### config.mk
export PLATFORM = sky130hd
export DESIGN_NAME = pulse_output
export DESIGN_NICKNAME = d
export VERILOG_FILES = /design/src/design/pulse_out_pkg.sv /design/src/design/pwm_channel.sv /design/src/design/pulse_output.sv
export SDC_FILE = /design/constraint.sdc
export NUM_CORES = 2
export LEC_CHECK = 0
export ABC_AREA = 1
export BUFFER_PORTS_ARGS = -buffer_cell sky130_fd_sc_hd__clkbuf_2
export CAP_MARGIN = 20
export CORE_UTILIZATION = 40
export CTS_CLUSTER_DIAMETER = 120
export DETAILED_ROUTE_END_ITERATION = 6
export GPL_TIMING_DRIVEN = 0
export HOLD_SLACK_MARGIN = 0.15
export PLACE_DENSITY = 0.6
export SLEW_MARGIN = 5
export SYNTH_ARGS = -nofsm -noshare
export SYNTH_HDL_FRONTEND = slang
export SYNTH_HIERARCHICAL = 1
export SYNTH_SLANG_ARGS = --single-unit
### constraint.sdc
create_clock -name pclk -period 5.96 [get_ports pclk]
set_input_delay 0.298 -clock pclk [delete_from_list [all_inputs] [get_ports pclk]]
set_output_delay 0.298 -clock pclk [all_outputs]
set_load 0.02 [all_outputs]
### src/design/pulse_out_pkg.sv
package pulse_out_pkg;

    // ------------------------------------------------------------
    // Register byte addresses
    // ------------------------------------------------------------
    localparam logic [7:0] ADDR_CTRL    = 8'h00;
    localparam logic [7:0] ADDR_FREQ    = 8'h04;
    localparam logic [7:0] ADDR_TARGET  = 8'h08;
    localparam logic [7:0] ADDR_TOTAL   = 8'h0C;
    localparam logic [7:0] ADDR_STATUS  = 8'h10;
    localparam logic [7:0] ADDR_W1_BASE = 8'h20;
    localparam logic [7:0] ADDR_P1_BASE = 8'h40;
    localparam logic [7:0] ADDR_W2_BASE = 8'h60;
    localparam logic [7:0] ADDR_P2_BASE = 8'h80;
    localparam logic [7:0] ADDR_TBL_MSK = 8'hE0;

    // ------------------------------------------------------------
    // Control register fields
    // ------------------------------------------------------------
    localparam int CTRL_MODE_LO = 0;
    localparam int CTRL_MODE_HI = 2;
    localparam int CTRL_EN1     = 3;
    localparam int CTRL_EN2     = 4;
    localparam int CTRL_SEL1_LO = 5;
    localparam int CTRL_SEL1_HI = 7;
    localparam int CTRL_SEL2_LO = 8;
    localparam int CTRL_SEL2_HI = 10;
    localparam int CTRL_PORT    = 11;
    localparam int CTRL_W       = 12;

    // ------------------------------------------------------------
    // Operating modes
    // ------------------------------------------------------------
    localparam logic [2:0] MODE_PWM       = 3'h1;
    localparam logic [2:0] MODE_TRAIN     = 3'h2;
    localparam logic [2:0] MODE_PWM_JOINT = 3'h3;
    localparam logic [2:0] MODE_TRAIN_DUO = 3'h4;
    localparam logic [2:0] MODE_TRAIN_AB  = 3'h5;

    // ------------------------------------------------------------
    // Limits and timing
    // ------------------------------------------------------------
    localparam int          PRESETS   = 8;
    localparam int          VAL_W     = 15;
    localparam int          FREQ_W    = 16;
    localparam logic [15:0] FREQ_MAX  = 16'h03E8;
    localparam logic [15:0] FREQ_MIN  = 16'h0001;
    localparam int          CLK_HZ    = 10000000;
    localparam int          TICK_MS   = 1;
    localparam int          MS_CYCLES = CLK_HZ / 1000 * TICK_MS;
    localparam int          QTR_STEP  = CLK_HZ / 4;
    localparam int          ACC_W     = 24;
    localparam logic [31:0] RST_ZERO  = 32'h0000_0000;

endpackage

### src/design/pwm_channel.sv
`timescale 1ns/100ps
module pwm_channel (
    input  wire logic        pclk,
    input  wire logic        presetn,
    input  wire logic        run,
    input  wire logic        ms_tick,
    input  wire logic [14:0] width,
    input  wire logic [14:0] period,
    output logic             wave
);

    logic [14:0] cnt_q, cnt_d;
    logic [14:0] cur_w_q, cur_w_d;
    logic [14:0] cur_p_q, cur_p_d;
    logic        wave_q, wave_d;

    // ------------------------------------------------------------
    // Period counter, presets latched at each period start
    // ------------------------------------------------------------
    always_comb begin
        cnt_d   = cnt_q;
        cur_w_d = cur_w_q;
        cur_p_d = cur_p_q;
        wave_d  = wave_q;
        if (!run) begin
            cnt_d  = '0;
            wave_d = 1'b0;
        end else if (ms_tick) begin
            if (cnt_q == '0) begin
                cur_w_d = width;
                cur_p_d = (period == '0) ? 15'h0001 : period;
                wave_d  = (width != '0);
                cnt_d   = (period > 15'h0001) ? 15'h0001 : 15'h0000;
            end else begin
                wave_d = (cnt_q < cur_w_q);
                cnt_d  = (cnt_q + 15'h0001 >= cur_p_q) ? 15'h0000 : cnt_q + 15'h0001;
            end
        end
    end

    always_ff @(posedge pclk or negedge presetn) begin
        if (!presetn) begin
            cnt_q   <= '0;
            cur_w_q <= '0;
            cur_p_q <= 15'h0001;
            wave_q  <= 1'b0;
        end else begin
            cnt_q   <= cnt_d;
            cur_w_q <= cur_w_d;
            cur_p_q <= cur_p_d;
            wave_q  <= wave_d;
        end
    end

    assign wave = wave_q;

endmodule

### src/design/pulse_output.sv
`timescale 1ns/100ps
// Notes on behaviour
// - Five modes: per-channel PWM, single train, joint PWM, dual train, AB train.
// - Eight width/period pairs; select bits plus one pick pair; disabled shows 0, off.
// - Widths 0 to 32767 ms, periods 1 to 32767 ms.
// - Selected class 1 to 8 readable while PWM runs.
// - Mode 1: channel one drives port one, channel two drives port two.
// - Mode 3: same PWM wave on both ports from one preset set.
// - Mode 2: train on one selected port.
// - Train frequency 1 to 1000 Hz from a live register value.
// - Frequency above 1000 clamps to 1000 Hz.
// - Frequency changes follow on the fly without stopping.
// - Target 0 to 32767; output stops once emitted count reaches target.
// - Target zero runs forever until enable drops.
// - Re-enable emits target again; total keeps counting, cleared only by reset.
// - Cumulative pulse total readable in its own register.
// - Mode 4: identical train on both ports.
// - Mode 5: port one phase A leads port two phase B.
module pulse_output #(
    parameter int MS_CYCLES = pulse_out_pkg::MS_CYCLES
) (
    input  wire logic        pclk,
    input  wire logic        presetn,
    input  wire logic        psel,
    input  wire logic        penable,
    input  wire logic        pwrite,
    input  wire logic [7:0]  paddr,
    input  wire logic [31:0] pwdata,
    output logic [31:0]      prdata,
    output logic             pready,
    output logic             pslverr,
    output logic             output_port_one,
    output logic             output_port_two
);

    localparam int VW = pulse_out_pkg::VAL_W;
    localparam int NP = pulse_out_pkg::PRESETS;

    // ------------------------------------------------------------
    // Register storage
    // ------------------------------------------------------------
    logic [pulse_out_pkg::CTRL_W-1:0] ctrl_q, ctrl_d;
    logic [pulse_out_pkg::FREQ_W-1:0] train_frequency_q, train_frequency_d;
    logic [VW-1:0]                    train_target_count_q, train_target_count_d;
    logic [VW-1:0]                    w1_q [NP], w1_d [NP];
    logic [VW-1:0]                    p1_q [NP], p1_d [NP];
    logic [VW-1:0]                    w2_q [NP], w2_d [NP];
    logic [VW-1:0]                    p2_q [NP], p2_d [NP];
    logic [31:0]                      prdata_q, prdata_d;
    logic                             err_q, err_d;
    logic [31:0]                      cumulative_pulse_total_q, cumulative_pulse_total_d;

    logic        wr_en, setup;
    logic [2:0]  mode;
    logic        en1, en2, pwm_mode, train_mode;
    logic [2:0]  sel1, sel2;
    logic [3:0]  class1, class2;
    logic [2:0]  tidx;
    logic        tbl_hit, done_q, done_d;

    assign setup   = psel && !penable;
    assign wr_en   = psel && penable && pwrite;
    assign pready  = 1'b1;
    assign pslverr = err_q;
    assign prdata  = prdata_q;
    assign tidx    = paddr[4:2];
    assign tbl_hit = (paddr[7:5] != 3'h0) && (paddr[7:5] <= 3'h4);

    assign mode       = ctrl_q[pulse_out_pkg::CTRL_MODE_HI:pulse_out_pkg::CTRL_MODE_LO];
    assign en1        = ctrl_q[pulse_out_pkg::CTRL_EN1];
    assign en2        = ctrl_q[pulse_out_pkg::CTRL_EN2];
    assign sel1       = ctrl_q[pulse_out_pkg::CTRL_SEL1_HI:pulse_out_pkg::CTRL_SEL1_LO];
    assign sel2       = ctrl_q[pulse_out_pkg::CTRL_SEL2_HI:pulse_out_pkg::CTRL_SEL2_LO];
    assign pwm_mode   = (mode == pulse_out_pkg::MODE_PWM)
                     || (mode == pulse_out_pkg::MODE_PWM_JOINT);
    assign train_mode = (mode == pulse_out_pkg::MODE_TRAIN)
                     || (mode == pulse_out_pkg::MODE_TRAIN_DUO)
                     || (mode == pulse_out_pkg::MODE_TRAIN_AB);

    // Class display: select plus one while its PWM channel runs, else zero
    assign class1 = (pwm_mode && en1) ? {1'b0, sel1} + 4'h1 : 4'h0;
    assign class2 = (mode == pulse_out_pkg::MODE_PWM && en2) ? {1'b0, sel2} + 4'h1
                                                             : 4'h0;

    // ------------------------------------------------------------
    // APB writes and registered read data
    // ------------------------------------------------------------
    always_comb begin
        ctrl_d               = ctrl_q;
        train_frequency_d    = train_frequency_q;
        train_target_count_d = train_target_count_q;
        w1_d = w1_q;
        p1_d = p1_q;
        w2_d = w2_q;
        p2_d = p2_q;
        prdata_d = prdata_q;
        err_d    = 1'b0;
        if (wr_en) begin
            unique case (paddr[7:5])
                3'h1: w1_d[tidx] = pwdata[VW-1:0];
                3'h2: p1_d[tidx] = pwdata[VW-1:0];
                3'h3: w2_d[tidx] = pwdata[VW-1:0];
                3'h4: p2_d[tidx] = pwdata[VW-1:0];
                default: begin
                    if (paddr == pulse_out_pkg::ADDR_CTRL)
                        ctrl_d = pwdata[pulse_out_pkg::CTRL_W-1:0];
                    if (paddr == pulse_out_pkg::ADDR_FREQ)
                        train_frequency_d = pwdata[pulse_out_pkg::FREQ_W-1:0];
                    if (paddr == pulse_out_pkg::ADDR_TARGET)
                        train_target_count_d = pwdata[VW-1:0];
                end
            endcase
        end
        if (setup) begin
            err_d    = 1'b0;
            prdata_d = pulse_out_pkg::RST_ZERO;
            unique case (paddr[7:5])
                3'h1: prdata_d = {17'h0, w1_q[tidx]};
                3'h2: prdata_d = {17'h0, p1_q[tidx]};
                3'h3: prdata_d = {17'h0, w2_q[tidx]};
                3'h4: prdata_d = {17'h0, p2_q[tidx]};
                default: begin
                    unique case (paddr)
                        pulse_out_pkg::ADDR_CTRL:   prdata_d = {20'h0, ctrl_q};
                        pulse_out_pkg::ADDR_FREQ:   prdata_d = {16'h0, train_frequency_q};
                        pulse_out_pkg::ADDR_TARGET: prdata_d = {17'h0, train_target_count_q};
                        pulse_out_pkg::ADDR_TOTAL:  prdata_d = cumulative_pulse_total_q;
                        pulse_out_pkg::ADDR_STATUS: prdata_d = {21'h0, done_q,
                            output_port_two, output_port_one, class2, class1};
                        default:                    err_d = 1'b1;
                    endcase
                end
            endcase
            if (paddr[1:0] != 2'h0 || !tbl_hit && paddr[7:5] != 3'h0)
                err_d = 1'b1;
        end
    end

    always_ff @(posedge pclk or negedge presetn) begin
        if (!presetn) begin
            ctrl_q               <= '0;
            train_frequency_q    <= pulse_out_pkg::FREQ_MIN;
            train_target_count_q <= '0;
            w1_q     <= '{default: '0};
            p1_q     <= '{default: 15'h0001};
            w2_q     <= '{default: '0};
            p2_q     <= '{default: 15'h0001};
            prdata_q <= pulse_out_pkg::RST_ZERO;
            err_q    <= 1'b0;
        end else begin
            ctrl_q               <= ctrl_d;
            train_frequency_q    <= train_frequency_d;
            train_target_count_q <= train_target_count_d;
            w1_q     <= w1_d;
            p1_q     <= p1_d;
            w2_q     <= w2_d;
            p2_q     <= p2_d;
            prdata_q <= prdata_d;
            err_q    <= err_d;
        end
    end

    // ------------------------------------------------------------
    // Millisecond tick
    // ------------------------------------------------------------
    logic [15:0] ms_cnt_q, ms_cnt_d;
    logic        ms_tick;

    always_comb begin
        ms_tick  = (ms_cnt_q == 16'(MS_CYCLES - 1));
        ms_cnt_d = ms_tick ? 16'h0000 : ms_cnt_q + 16'h0001;
    end

    always_ff @(posedge pclk or negedge presetn) begin
        if (!presetn)
            ms_cnt_q <= '0;
        else
            ms_cnt_q <= ms_cnt_d;
    end

    // ------------------------------------------------------------
    // Two PWM channels, presets picked by select bits
    // ------------------------------------------------------------
    logic [1:0] pwm_wave;
    logic [1:0] pwm_run;

    assign pwm_run[0] = pwm_mode && en1;
    assign pwm_run[1] = (mode == pulse_out_pkg::MODE_PWM) && en2;

    generate
        for (genvar c = 0; c < 2; c++) begin : g_chan
            pwm_channel u_chan (
                .pclk    (pclk),
                .presetn (presetn),
                .run     (pwm_run[c]),
                .ms_tick (ms_tick),
                .width   ((c == 0) ? w1_q[sel1] : w2_q[sel2]),
                .period  ((c == 0) ? p1_q[sel1] : p2_q[sel2]),
                .wave    (pwm_wave[c])
            );
        end
    endgenerate

    // ------------------------------------------------------------
    // Pulse train: quarter-phase accumulator
    // ------------------------------------------------------------
    logic [pulse_out_pkg::ACC_W-1:0] acc_q, acc_d, acc_sum;
    logic [1:0]                      phase_q, phase_d;
    logic [VW-1:0]                   emitted_q, emitted_d;
    logic [15:0]                     f_eff;
    logic                            train_run, qtick, phase_a, phase_b;

    assign train_run = train_mode && en1 && !done_q;
    assign f_eff = (train_frequency_q > pulse_out_pkg::FREQ_MAX) ? pulse_out_pkg::FREQ_MAX
                 : (train_frequency_q < pulse_out_pkg::FREQ_MIN) ? pulse_out_pkg::FREQ_MIN
                 : train_frequency_q;
    assign phase_a = train_run && !phase_q[1];
    assign phase_b = train_run && (phase_q == 2'h1 || phase_q == 2'h2);

    always_comb begin
        acc_sum   = acc_q + pulse_out_pkg::ACC_W'(f_eff);
        qtick     = acc_sum >= pulse_out_pkg::ACC_W'(pulse_out_pkg::QTR_STEP);
        acc_d     = acc_q;
        phase_d   = phase_q;
        emitted_d = emitted_q;
        done_d    = done_q;
        cumulative_pulse_total_d = cumulative_pulse_total_q;
        if (!(train_mode && en1)) begin
            acc_d     = '0;
            phase_d   = '0;
            emitted_d = '0;
            done_d    = 1'b0;
        end else if (train_run) begin
            acc_d = qtick ? acc_sum - pulse_out_pkg::ACC_W'(pulse_out_pkg::QTR_STEP) : acc_sum;
            if (qtick) begin
                phase_d = phase_q + 2'h1;
                if (phase_q == 2'h0) begin
                    emitted_d = emitted_q + 15'h0001;
                    cumulative_pulse_total_d = cumulative_pulse_total_q + 32'h0000_0001;
                end
                if (phase_q == 2'h3 && train_target_count_q != '0
                    && emitted_q >= train_target_count_q)
                    done_d = 1'b1;
            end
        end
    end

    always_ff @(posedge pclk or negedge presetn) begin
        if (!presetn) begin
            acc_q     <= '0;
            phase_q   <= '0;
            emitted_q <= '0;
            done_q    <= 1'b0;
            cumulative_pulse_total_q <= pulse_out_pkg::RST_ZERO;
        end else begin
            acc_q     <= acc_d;
            phase_q   <= phase_d;
            emitted_q <= emitted_d;
            done_q    <= done_d;
            cumulative_pulse_total_q <= cumulative_pulse_total_d;
        end
    end

    // ------------------------------------------------------------
    // Output routing per mode
    // ------------------------------------------------------------
    logic out1_q, out1_d, out2_q, out2_d;

    always_comb begin
        out1_d = 1'b0;
        out2_d = 1'b0;
        unique case (mode)
            pulse_out_pkg::MODE_PWM: begin
                out1_d = pwm_wave[0] && en1;
                out2_d = pwm_wave[1] && en2;
            end
            pulse_out_pkg::MODE_PWM_JOINT: begin
                out1_d = pwm_wave[0] && en1;
                out2_d = pwm_wave[0] && en1;
            end
            pulse_out_pkg::MODE_TRAIN: begin
                out1_d = phase_a && !ctrl_q[pulse_out_pkg::CTRL_PORT];
                out2_d = phase_a && ctrl_q[pulse_out_pkg::CTRL_PORT];
            end
            pulse_out_pkg::MODE_TRAIN_DUO: begin
                out1_d = phase_a;
                out2_d = phase_a;
            end
            pulse_out_pkg::MODE_TRAIN_AB: begin
                out1_d = phase_a;
                out2_d = phase_b;
            end
            default: begin
                out1_d = 1'b0;
                out2_d = 1'b0;
            end
        endcase
    end

    always_ff @(posedge pclk or negedge presetn) begin
        if (!presetn) begin
            out1_q <= 1'b0;
            out2_q <= 1'b0;
        end else begin
            out1_q <= out1_d;
            out2_q <= out2_d;
        end
    end

    assign output_port_one = out1_q;
    assign output_port_two = out2_q;
endmodule

After elaboration in Yosys (flattened, before gate mapping)
Cells that the tools add are included.

word-level totals
  register bits = 740
  output and inout port bits = 36
  logic and storage cells = 236

cells by class
  add/subtract/negate cells = 10
  $lt $le $gt $ge = 15
  equal/unequal tests = 23
  multiplexer cells = 75
  bitwise logic cells = 4
  reduce and logical (&&, ||, !) cells = 56

operator list
  kind                      count
  $bwmux W120               4
  $mux W15                  31
  $bmux W15 S3              8
  $pmux W32 S5              1
  $pmux W32 S4              1
  $mux W24                  3
  $logic_not A15 Y1         4
  $mux W16                  3
  $add A15 B1 Y15 const B   3
  $demux W15 S3             1
  $ge A15 B15 Y1            3
  $reduce_bool A15 Y1       3
  $add A32 B1 Y32 const B   1
  $gt A15 B1 Y1 const B     2
  $lt A15 B15 Y1            2
  $add A24 B16 Y24          1
  $ge A24 B22 Y1 const B    1
  $sub A24 B22 Y24 const B  1
  $reduce_and A3 Y1         7
  $logic_and A1 B1 Y1       18
  $add A16 B1 Y16 const B   1
  $eq A16 B14 Y1 const B    1
  $eq A8 B4 Y1 const B      2
  $gt A16 B10 Y1 const B    1
  33 further kinds          80

Depth between registers and ports, before layout
  word-level depth = 9
  gate-level depth with buffers = 28
  depth with buffers taken out = 27

Modules after synthesis
The synthesis kept the hierarchy.

modules (own cells, without submodules)
  module                          instances  cells each  area each (um^2)  seq. area each (um^2)
  pulse_output                    1          4612        34997.3           16236.8
  pwm_channel (g_chan[1].u_chan)  1          415         3191.8            1152.4
  pwm_channel (g_chan[0].u_chan)  1          443         3135.5            1152.4

Worst setup path before layout
OpenSTA, ideal clock, no wires.

  kind = register -> register
  start point = register train_frequency_q[0] (netlist bit)
  end point = register cumulative_pulse_total_q[0]
  data arrival time = 3191 ps
  required time = 5835 ps
  slack = 2645 ps
  cell stages (with the launch flop) = 27
  path buffers = 2
  period minus slack after synthesis = 3315 ps
  path through = dfstp_2 > nor3_1 > o21ai_0 > nand4_1 > nand2_1 > nor2_1 > ha_1 > fa_1 > nand2_1 > nand2_1 > nand3_1 > nand2_1 > nand2_1 > nand2_1 > nand2_1 > nand3_1 > nand2_1 > nand2_1 > nand2_1 > nand2_1 > nand2_2 > nand2_1 > nand2_4 > nand2_4 > buf_8 > buf_8 > xor2_2

on the way
  longest elaborated chain between the ends = 6
  elaborated cells on any way between the ends = 7

ends and longest elaborated chain
  what                                    line                 RTL
  start: declaration                      pulse_output.sv:43   logic [pulse_out_pkg::FREQ_W-1:0] train_frequency_q, train_frequency_d;
  start signal: assignment                pulse_output.sv:142  train_frequency_q <= pulse_out_pkg::FREQ_MIN;
  start signal: assignment                pulse_output.sv:152  train_frequency_q <= train_frequency_d;
  $lt A16 B1 Y1                           pulse_output.sv:215  : (train_frequency_q < pulse_out_pkg::FREQ_MIN) ? pulse_out_pkg::FREQ_MIN
  $mux W16                                pulse_output.sv:215
  $mux W16 (*)                            pulse_output.sv:214  assign f_eff = (train_frequency_q > pulse_out_pkg::FREQ_MAX) ? pulse_out_pkg::FREQ_MAX
  $add A24 B16 Y24 (*)                    pulse_output.sv:221  acc_sum = acc_q + pulse_out_pkg::ACC_W'(f_eff);
  $ge A24 B22 Y1 (*)                      pulse_output.sv:222  qtick = acc_sum >= pulse_out_pkg::ACC_W'(pulse_out_pkg::QTR_STEP);
  $reduce_and A4 Y1 (no source line) (*)  --
  end signal: assignment                  pulse_output.sv:254  cumulative_pulse_total_q <= pulse_out_pkg::RST_ZERO;
  end signal: assignment                  pulse_output.sv:260  cumulative_pulse_total_q <= cumulative_pulse_total_d;
  end: declaration                        pulse_output.sv:51   logic [31:0] cumulative_pulse_total_q, cumulative_pulse_total_d;

Mark *: on every way between the ends. The rest lies on a longest branch, timed or not.
A chain may end at the register's enable or synchronous reset.

Worst setup path after layout
  start point = register ctrl_q[5] (netlist bit)
  end point = register g_chan[0].u_chan.cnt_q[0]

on the way
  longest elaborated chain between the ends = 9

ends and longest elaborated chain
  what                                         line                 RTL
  start: declaration                           pulse_output.sv:42   logic [pulse_out_pkg::CTRL_W-1:0] ctrl_q, ctrl_d;
  start signal: assignment                     pulse_output.sv:151  ctrl_q <= ctrl_d;
  $not A3 Y4                                   --
  $bmux W15 S3                                 --
  $mux W15 (implied by the code) (2 in a row)  pulse_output.sv:198  .period ((c == 0) ? p1_q[sel1] : p2_q[sel2]),
  $gt A15 B1 Y1                                pwm_channel.sv:33    cnt_d = (period > 15'h0001) ? 15'h0001 : 15'h0000;
  $mux W1                                      pwm_channel.sv:33
  $mux W15                                     pwm_channel.sv:29    if (cnt_q == '0) begin
  $mux W15                                     pwm_channel.sv:28    end else if (ms_tick) begin
  $mux W15                                     pwm_channel.sv:25    if (!run) begin
  end signal: assignment                       pwm_channel.sv:48    cnt_q <= cnt_d;
  end: declaration                             pwm_channel.sv:12    logic [14:0] cnt_q, cnt_d;

No other way between the ends. The select of a mux whose other input is x is not followed.

==> summary.md <==
| Metric | Value |
|---|---|
| F_max | 215 MHz |
| Chain of cells forming the critical path | clkbuf_1, inv_1, clkbuf_1, clkbuf_1, buf_1, nor2_1, o22ai_1, nor2_1, a31oi_1, inv_1, nand4_1, nor2_1, a21oi_2, a21oi_1, nand2_1 |
| Synthesized area | 41300 sq um |
| Setup TNS Final | 0 ns |
| Total global routing track utilization | 38.5% |
| Number of enable flip-flop cells after synthesis | 0 |
| Post-layout instance area | 47000 sq um |
| Final min period | 4.66 ns |
| Via count of the routed design | 42600 |
| Count of nets left with antenna violations after detail routing | 0 |
| Setup Crit Path Kind | flop to flop |
| Number of nets at the end of the flow | 5819 |
| Inserted Clock Buffers | 87 |
| Req. time, crit path | 6.58 ns |
| Hold Buf Count CTS | 5 |
| Sinks on the clock net | 740 |
| Comb power frac | 9.6% |
| CP Capture Type | flop |
| Port-buffer cells | 61 |
| Source of the worst register-to-register timing path | ctrl_q[5] |
| Count of endpoints failing setup in the final report | 0 |
| Startpoint type of the worst setup path | flop |
| Largest net degree at the start of global routing | 104 |
| Count of yosys warnings during synthesis | 6 |
| Area leader, netlist | sky130_fd_sc_hd__dfrtp_1 |
| R2R Setup Slk | 1.30 ns |
| GRT Residual Overflow | 0 |
| Ports placed on the boundary | 81 |
| Transition at the pin with the smallest max-transition slack | 1.40 ns |
| Worst Path Max Fanout | 10 |
| Share of the yosys chip area belonging to registers | 44.9% |
| Final Skew | 0.0373 ns |
| Starting DRC count in detailed routing | 6070 |
| Dominant combinational cell family by area after synthesis | simple AND/OR/NAND/NOR gates |
| Synthesized-area fraction occupied by ao, oa, aoi and oai cells | 20.2% |
| Max cap viols | 0 |
| Part of the total power dissipated in sequential elements | 44.9% |
| Area enclosed by the die boundary | 105000 sq um |
| Int Pwr | 8.60 mW |
| Cell Pwr Density | 256 nW/um^2 |
| Post-CTS clock slew at the launch and capture registers of the worst setup and hold paths | 0.07 ns |
| Later-pin clock latency in the skew report | 0.71 ns |
| Adder and majority gate portion of the synthesized area | 3.14% |
| Count of different cell masters after synthesis | 64 |
| Post-Syn Area per Cell | 7.55 sq um |
| Net switching power | 3.42 mW |
| Worst max-slew margin expressed relative to the limit | 6.92% |
| Fraction of synthesized area in multiplexers | 0.0272% |
| Count of endpoints failing hold in the final timing report | 0 |
| Proportion of layout cells with a drive suffix above 1 | 6.45% |
| Die Ht | 323 um |
| Post-synth top flop | sky130_fd_sc_hd__dfrtp_1 |
| Failing checks | design-rule violations |
| Clock tree root driver cell | sky130_fd_sc_hd__clkbuf_16 |
| Unrepaired setup endpoints after global routing | no |
| Initial Util | 40.5% |
| Worst supply voltage drop on vdd | 0.000213 V |
| Relative contribution of the clock network to total power | 45.5% |
| Postcts setup bufs | 0 |
| Slowest stage cell on the critical path | sky130_fd_sc_hd__buf_1 |
| Worst slack after detailed placement | 1.68 ns |
| Leakage power total | 20.8 nW |
| Yosys reg bits | 740 |
| Area growth, synth to finish | 13.7% |
| Via count of the first global-routing pass | 39600 |
| Critical Path AT | 5.28 ns |
| Number of placement rows | 117 |
| Top cell type's share of synthesized area | 43.7% |
| Largest cells by area after synthesis | sky130_fd_sc_hd__dfrtp_1, sky130_fd_sc_hd__nand2_1, sky130_fd_sc_hd__o21ai_0 |
| Xor/xnor cell area share of the yosys netlist | 1.61% |
| Die Width | 323 um |
| Endpoint of the worst register-to-register path | g_chan[0].u_chan/cnt_q[0] |
| Detailed-route DRC error count | 6 |
| Total of cells resized after clock tree synthesis | 0 |
| Detailed-route vias per instance | 6.00 |
| Status | finished with violations |
| Count of mapped cells out of synthesis | 5470 |
| Number of iterations in the first detailed-routing pass | 7 |
| Most frequent cell after synthesis | sky130_fd_sc_hd__nand2_1 |
| Placed instance area | 44000 sq um |
| Total number of H-tree levels | 3 |
| Depth of the worst register-to-register path | 15 |
| Wire length after detailed routing | 203000 um |
| Simple-Gate Fraction of Synth Area | 22.3% |
| Final worst setup slack | 1.30 ns |
| Final GP Congestion | 1.05 |
| CP Buf/Inv Count | 6 |
| Detailed placer's ending HPWL | 149000 um |
| Routed length per placed instance | 28.6 um |
| Worst hold path class | input pin to async pin |
| Clock tree from TritonCTS | yes |
| Count of pins over their slew limit | 0 |
| Fraction of power spent switching nets | 28.5% |
| Global-route wire length before repair | 288000 um |
| Delay of the slowest cell on the worst path | 0.84 ns |
| Proportion of register bits with asynchronous set or reset after synthesis | 100% |
| Clock buffer depth | 3 |
| Final cycle utilization of the critical path | 78.2% |
| Crit path max-delay family | buffers and inverters |
| Top cell types by occurrence after synthesis | sky130_fd_sc_hd__nand2_1, sky130_fd_sc_hd__o21ai_0, sky130_fd_sc_hd__dfrtp_1 |
| Number of antenna violations at the first check in global routing | 15 |
| Area of the core region | 102000 sq um |
[layout by cell type, fill, tap and decap left out, types with 10 or more instances in the layout]
| cell | instances |
|---|---|
| sky130_fd_sc_hd__nor2_2 | 18 |
| sky130_fd_sc_hd__xor2_1 | 64 |
| sky130_fd_sc_hd__dfstp_2 | 19 |
| sky130_fd_sc_hd__inv_2 | 18 |
| sky130_fd_sc_hd__o211ai_1 | 22 |
| sky130_fd_sc_hd__buf_1 | 18 |
| sky130_fd_sc_hd__clkbuf_1 | 329 |
| sky130_fd_sc_hd__nor2_1 | 479 |
| sky130_fd_sc_hd__nor3_1 | 52 |
| sky130_fd_sc_hd__ha_1 | 102 |
| sky130_fd_sc_hd__o21ai_1 | 37 |
| sky130_fd_sc_hd__clkbuf_16 | 88 |
| sky130_fd_sc_hd__a31oi_1 | 79 |
| sky130_fd_sc_hd__clkinv_2 | 18 |
| sky130_fd_sc_hd__nand4_1 | 72 |
| sky130_fd_sc_hd__o22ai_2 | 10 |
| sky130_fd_sc_hd__inv_1 | 462 |
| sky130_fd_sc_hd__buf_6 | 10 |
| sky130_fd_sc_hd__a221oi_1 | 18 |
| sky130_fd_sc_hd__clkbuf_8 | 16 |
| sky130_fd_sc_hd__nand2_1 | 1323 |
| sky130_fd_sc_hd__nand3_1 | 232 |
| sky130_fd_sc_hd__o2111ai_1 | 17 |
| sky130_fd_sc_hd__a21oi_1 | 146 |
| sky130_fd_sc_hd__buf_8 | 23 |
| sky130_fd_sc_hd__dfrtp_1 | 721 |
| sky130_fd_sc_hd__nor4_1 | 15 |
| sky130_fd_sc_hd__o21ai_0 | 883 |
| sky130_fd_sc_hd__o22ai_1 | 61 |
| sky130_fd_sc_hd__xnor2_1 | 10 |
| sky130_fd_sc_hd__buf_4 | 10 |
| sky130_fd_sc_hd__a22oi_1 | 155 |
| sky130_fd_sc_hd__clkbuf_2 | 61 |
| sky130_fd_sc_hd__buf_2 | 14 |
[worst max-delay path by stage]
stage,end,from,cells after the start
6_report,g_chan[0].u_chan/cnt_q[0],ctrl_q[5],15
5_1_grt,g_chan[0].u_chan/cnt_q[0],ctrl_q[5],15
4_1_cts,g_chan[1].u_chan/cur_p_q[4],ctrl_q[8],16
3_5_place_dp,g_chan[1].u_chan/cur_p_q[4],ctrl_q[8],16
3_3_place_gp,cumulative_pulse_total_q[29],presetn,1
2_1_floorplan,cumulative_pulse_total_q[0],train_frequency_q[0],26
[worst register-to-register path, cell delays in order, from the launching register on]
cell	delay, ns
sky130_fd_sc_hd__dfrtp_1	0.38
sky130_fd_sc_hd__clkbuf_1	0.28
sky130_fd_sc_hd__inv_1	0.18
sky130_fd_sc_hd__clkbuf_1	0.30
sky130_fd_sc_hd__clkbuf_1	0.78
sky130_fd_sc_hd__buf_1	0.84
sky130_fd_sc_hd__nor2_1	0.08
sky130_fd_sc_hd__o22ai_1	0.20
sky130_fd_sc_hd__nor2_1	0.06
sky130_fd_sc_hd__a31oi_1	0.80
sky130_fd_sc_hd__inv_1	0.18
sky130_fd_sc_hd__nand4_1	0.15
sky130_fd_sc_hd__nor2_1	0.06
sky130_fd_sc_hd__a21oi_2	0.17
sky130_fd_sc_hd__a21oi_1	0.06
sky130_fd_sc_hd__nand2_1	0.08
[metrics by stage]
step / util [%] / power, mW / std cells / hold slack (ns)
after detailed placement: 43.1 / 6.56 / 6940 / 0.363
final: 46.0 / 12.0 / 7109 / 0.196
after floorplan: - / 5.88 / 5475 / 0.00241
after global placement: 42.5 / 6.51 / 6904 / 0.450
after global routing: 46.0 / 12.3 / 7104 / 0.195
after CTS: 46.0 / 12.0 / 7099 / 0.168
[power groups by stage]
stage | Combinational [mW] | Sequential [mW] | Clock [mW]
after floorplan | 0.477 | 5.40 | 0
after global placement | 1.03 | 5.48 | 0
after detailed placement | 1.08 | 5.47 | 0
after CTS | 1.09 | 5.39 | 5.50
after global routing | 1.20 | 5.41 | 5.69
final | 1.15 | 5.40 | 5.47
[state kept, by name (all words and copies together) (netlist names), 2 cells and up]
register	count
p2_q	120
w1_q	120
g_chan.u_chan/cnt_q	30
prdata	32
train_target_count_q	15
phase_q	2
acc_q	24
ms_cnt_q	16
g_chan.u_chan/cur_w_q	30
cumulative_pulse_total_q	32
g_chan.u_chan/wave	2
emitted_q	15
ctrl_q	12
p1_q	120
g_chan.u_chan/cur_p_q	30
train_frequency_q	16
w2_q	120
[layer usage]
metal | vias up | share of wire, % | GRT usage [%]
li1 | 18700 | - | -
met1 | 20500 | 39 | 50.5
met2 | 2693 | 41 | 55.1
met3 | 728 | 12 | 12.2
met4 | 18 | 7.1 | 23.5
met5 | - | 0.072 | 0.324
[final cells by class]
cell class	instances	area, sq um
fill	10500	55100
multi-input combinational	3896	19600
sequential	740	18500
clock buffer	121	2480
inverter	483	1810
tap	1368	1710
buffer	356	1440
timing repair buffer	107	1030
clock inverter	33	365
antenna	5	12.5
[logic make-up (layout without fill, tap and decap cells)]
family | after synthesis | after routing
other | 2 | 12
XOR/XNOR | 75 | 75
buffers and inverters | 839 | 1100
flip-flops | 740 | 740
AO/OA/AOI/OAI | 1470 | 1470
adder cells (fa/ha/maj) | 103 | 103
multiplexers | 1 | 1
AND/OR/NAND/NOR | 2240 | 2240
Note: power is estimated with default switching activity, not from simulation.
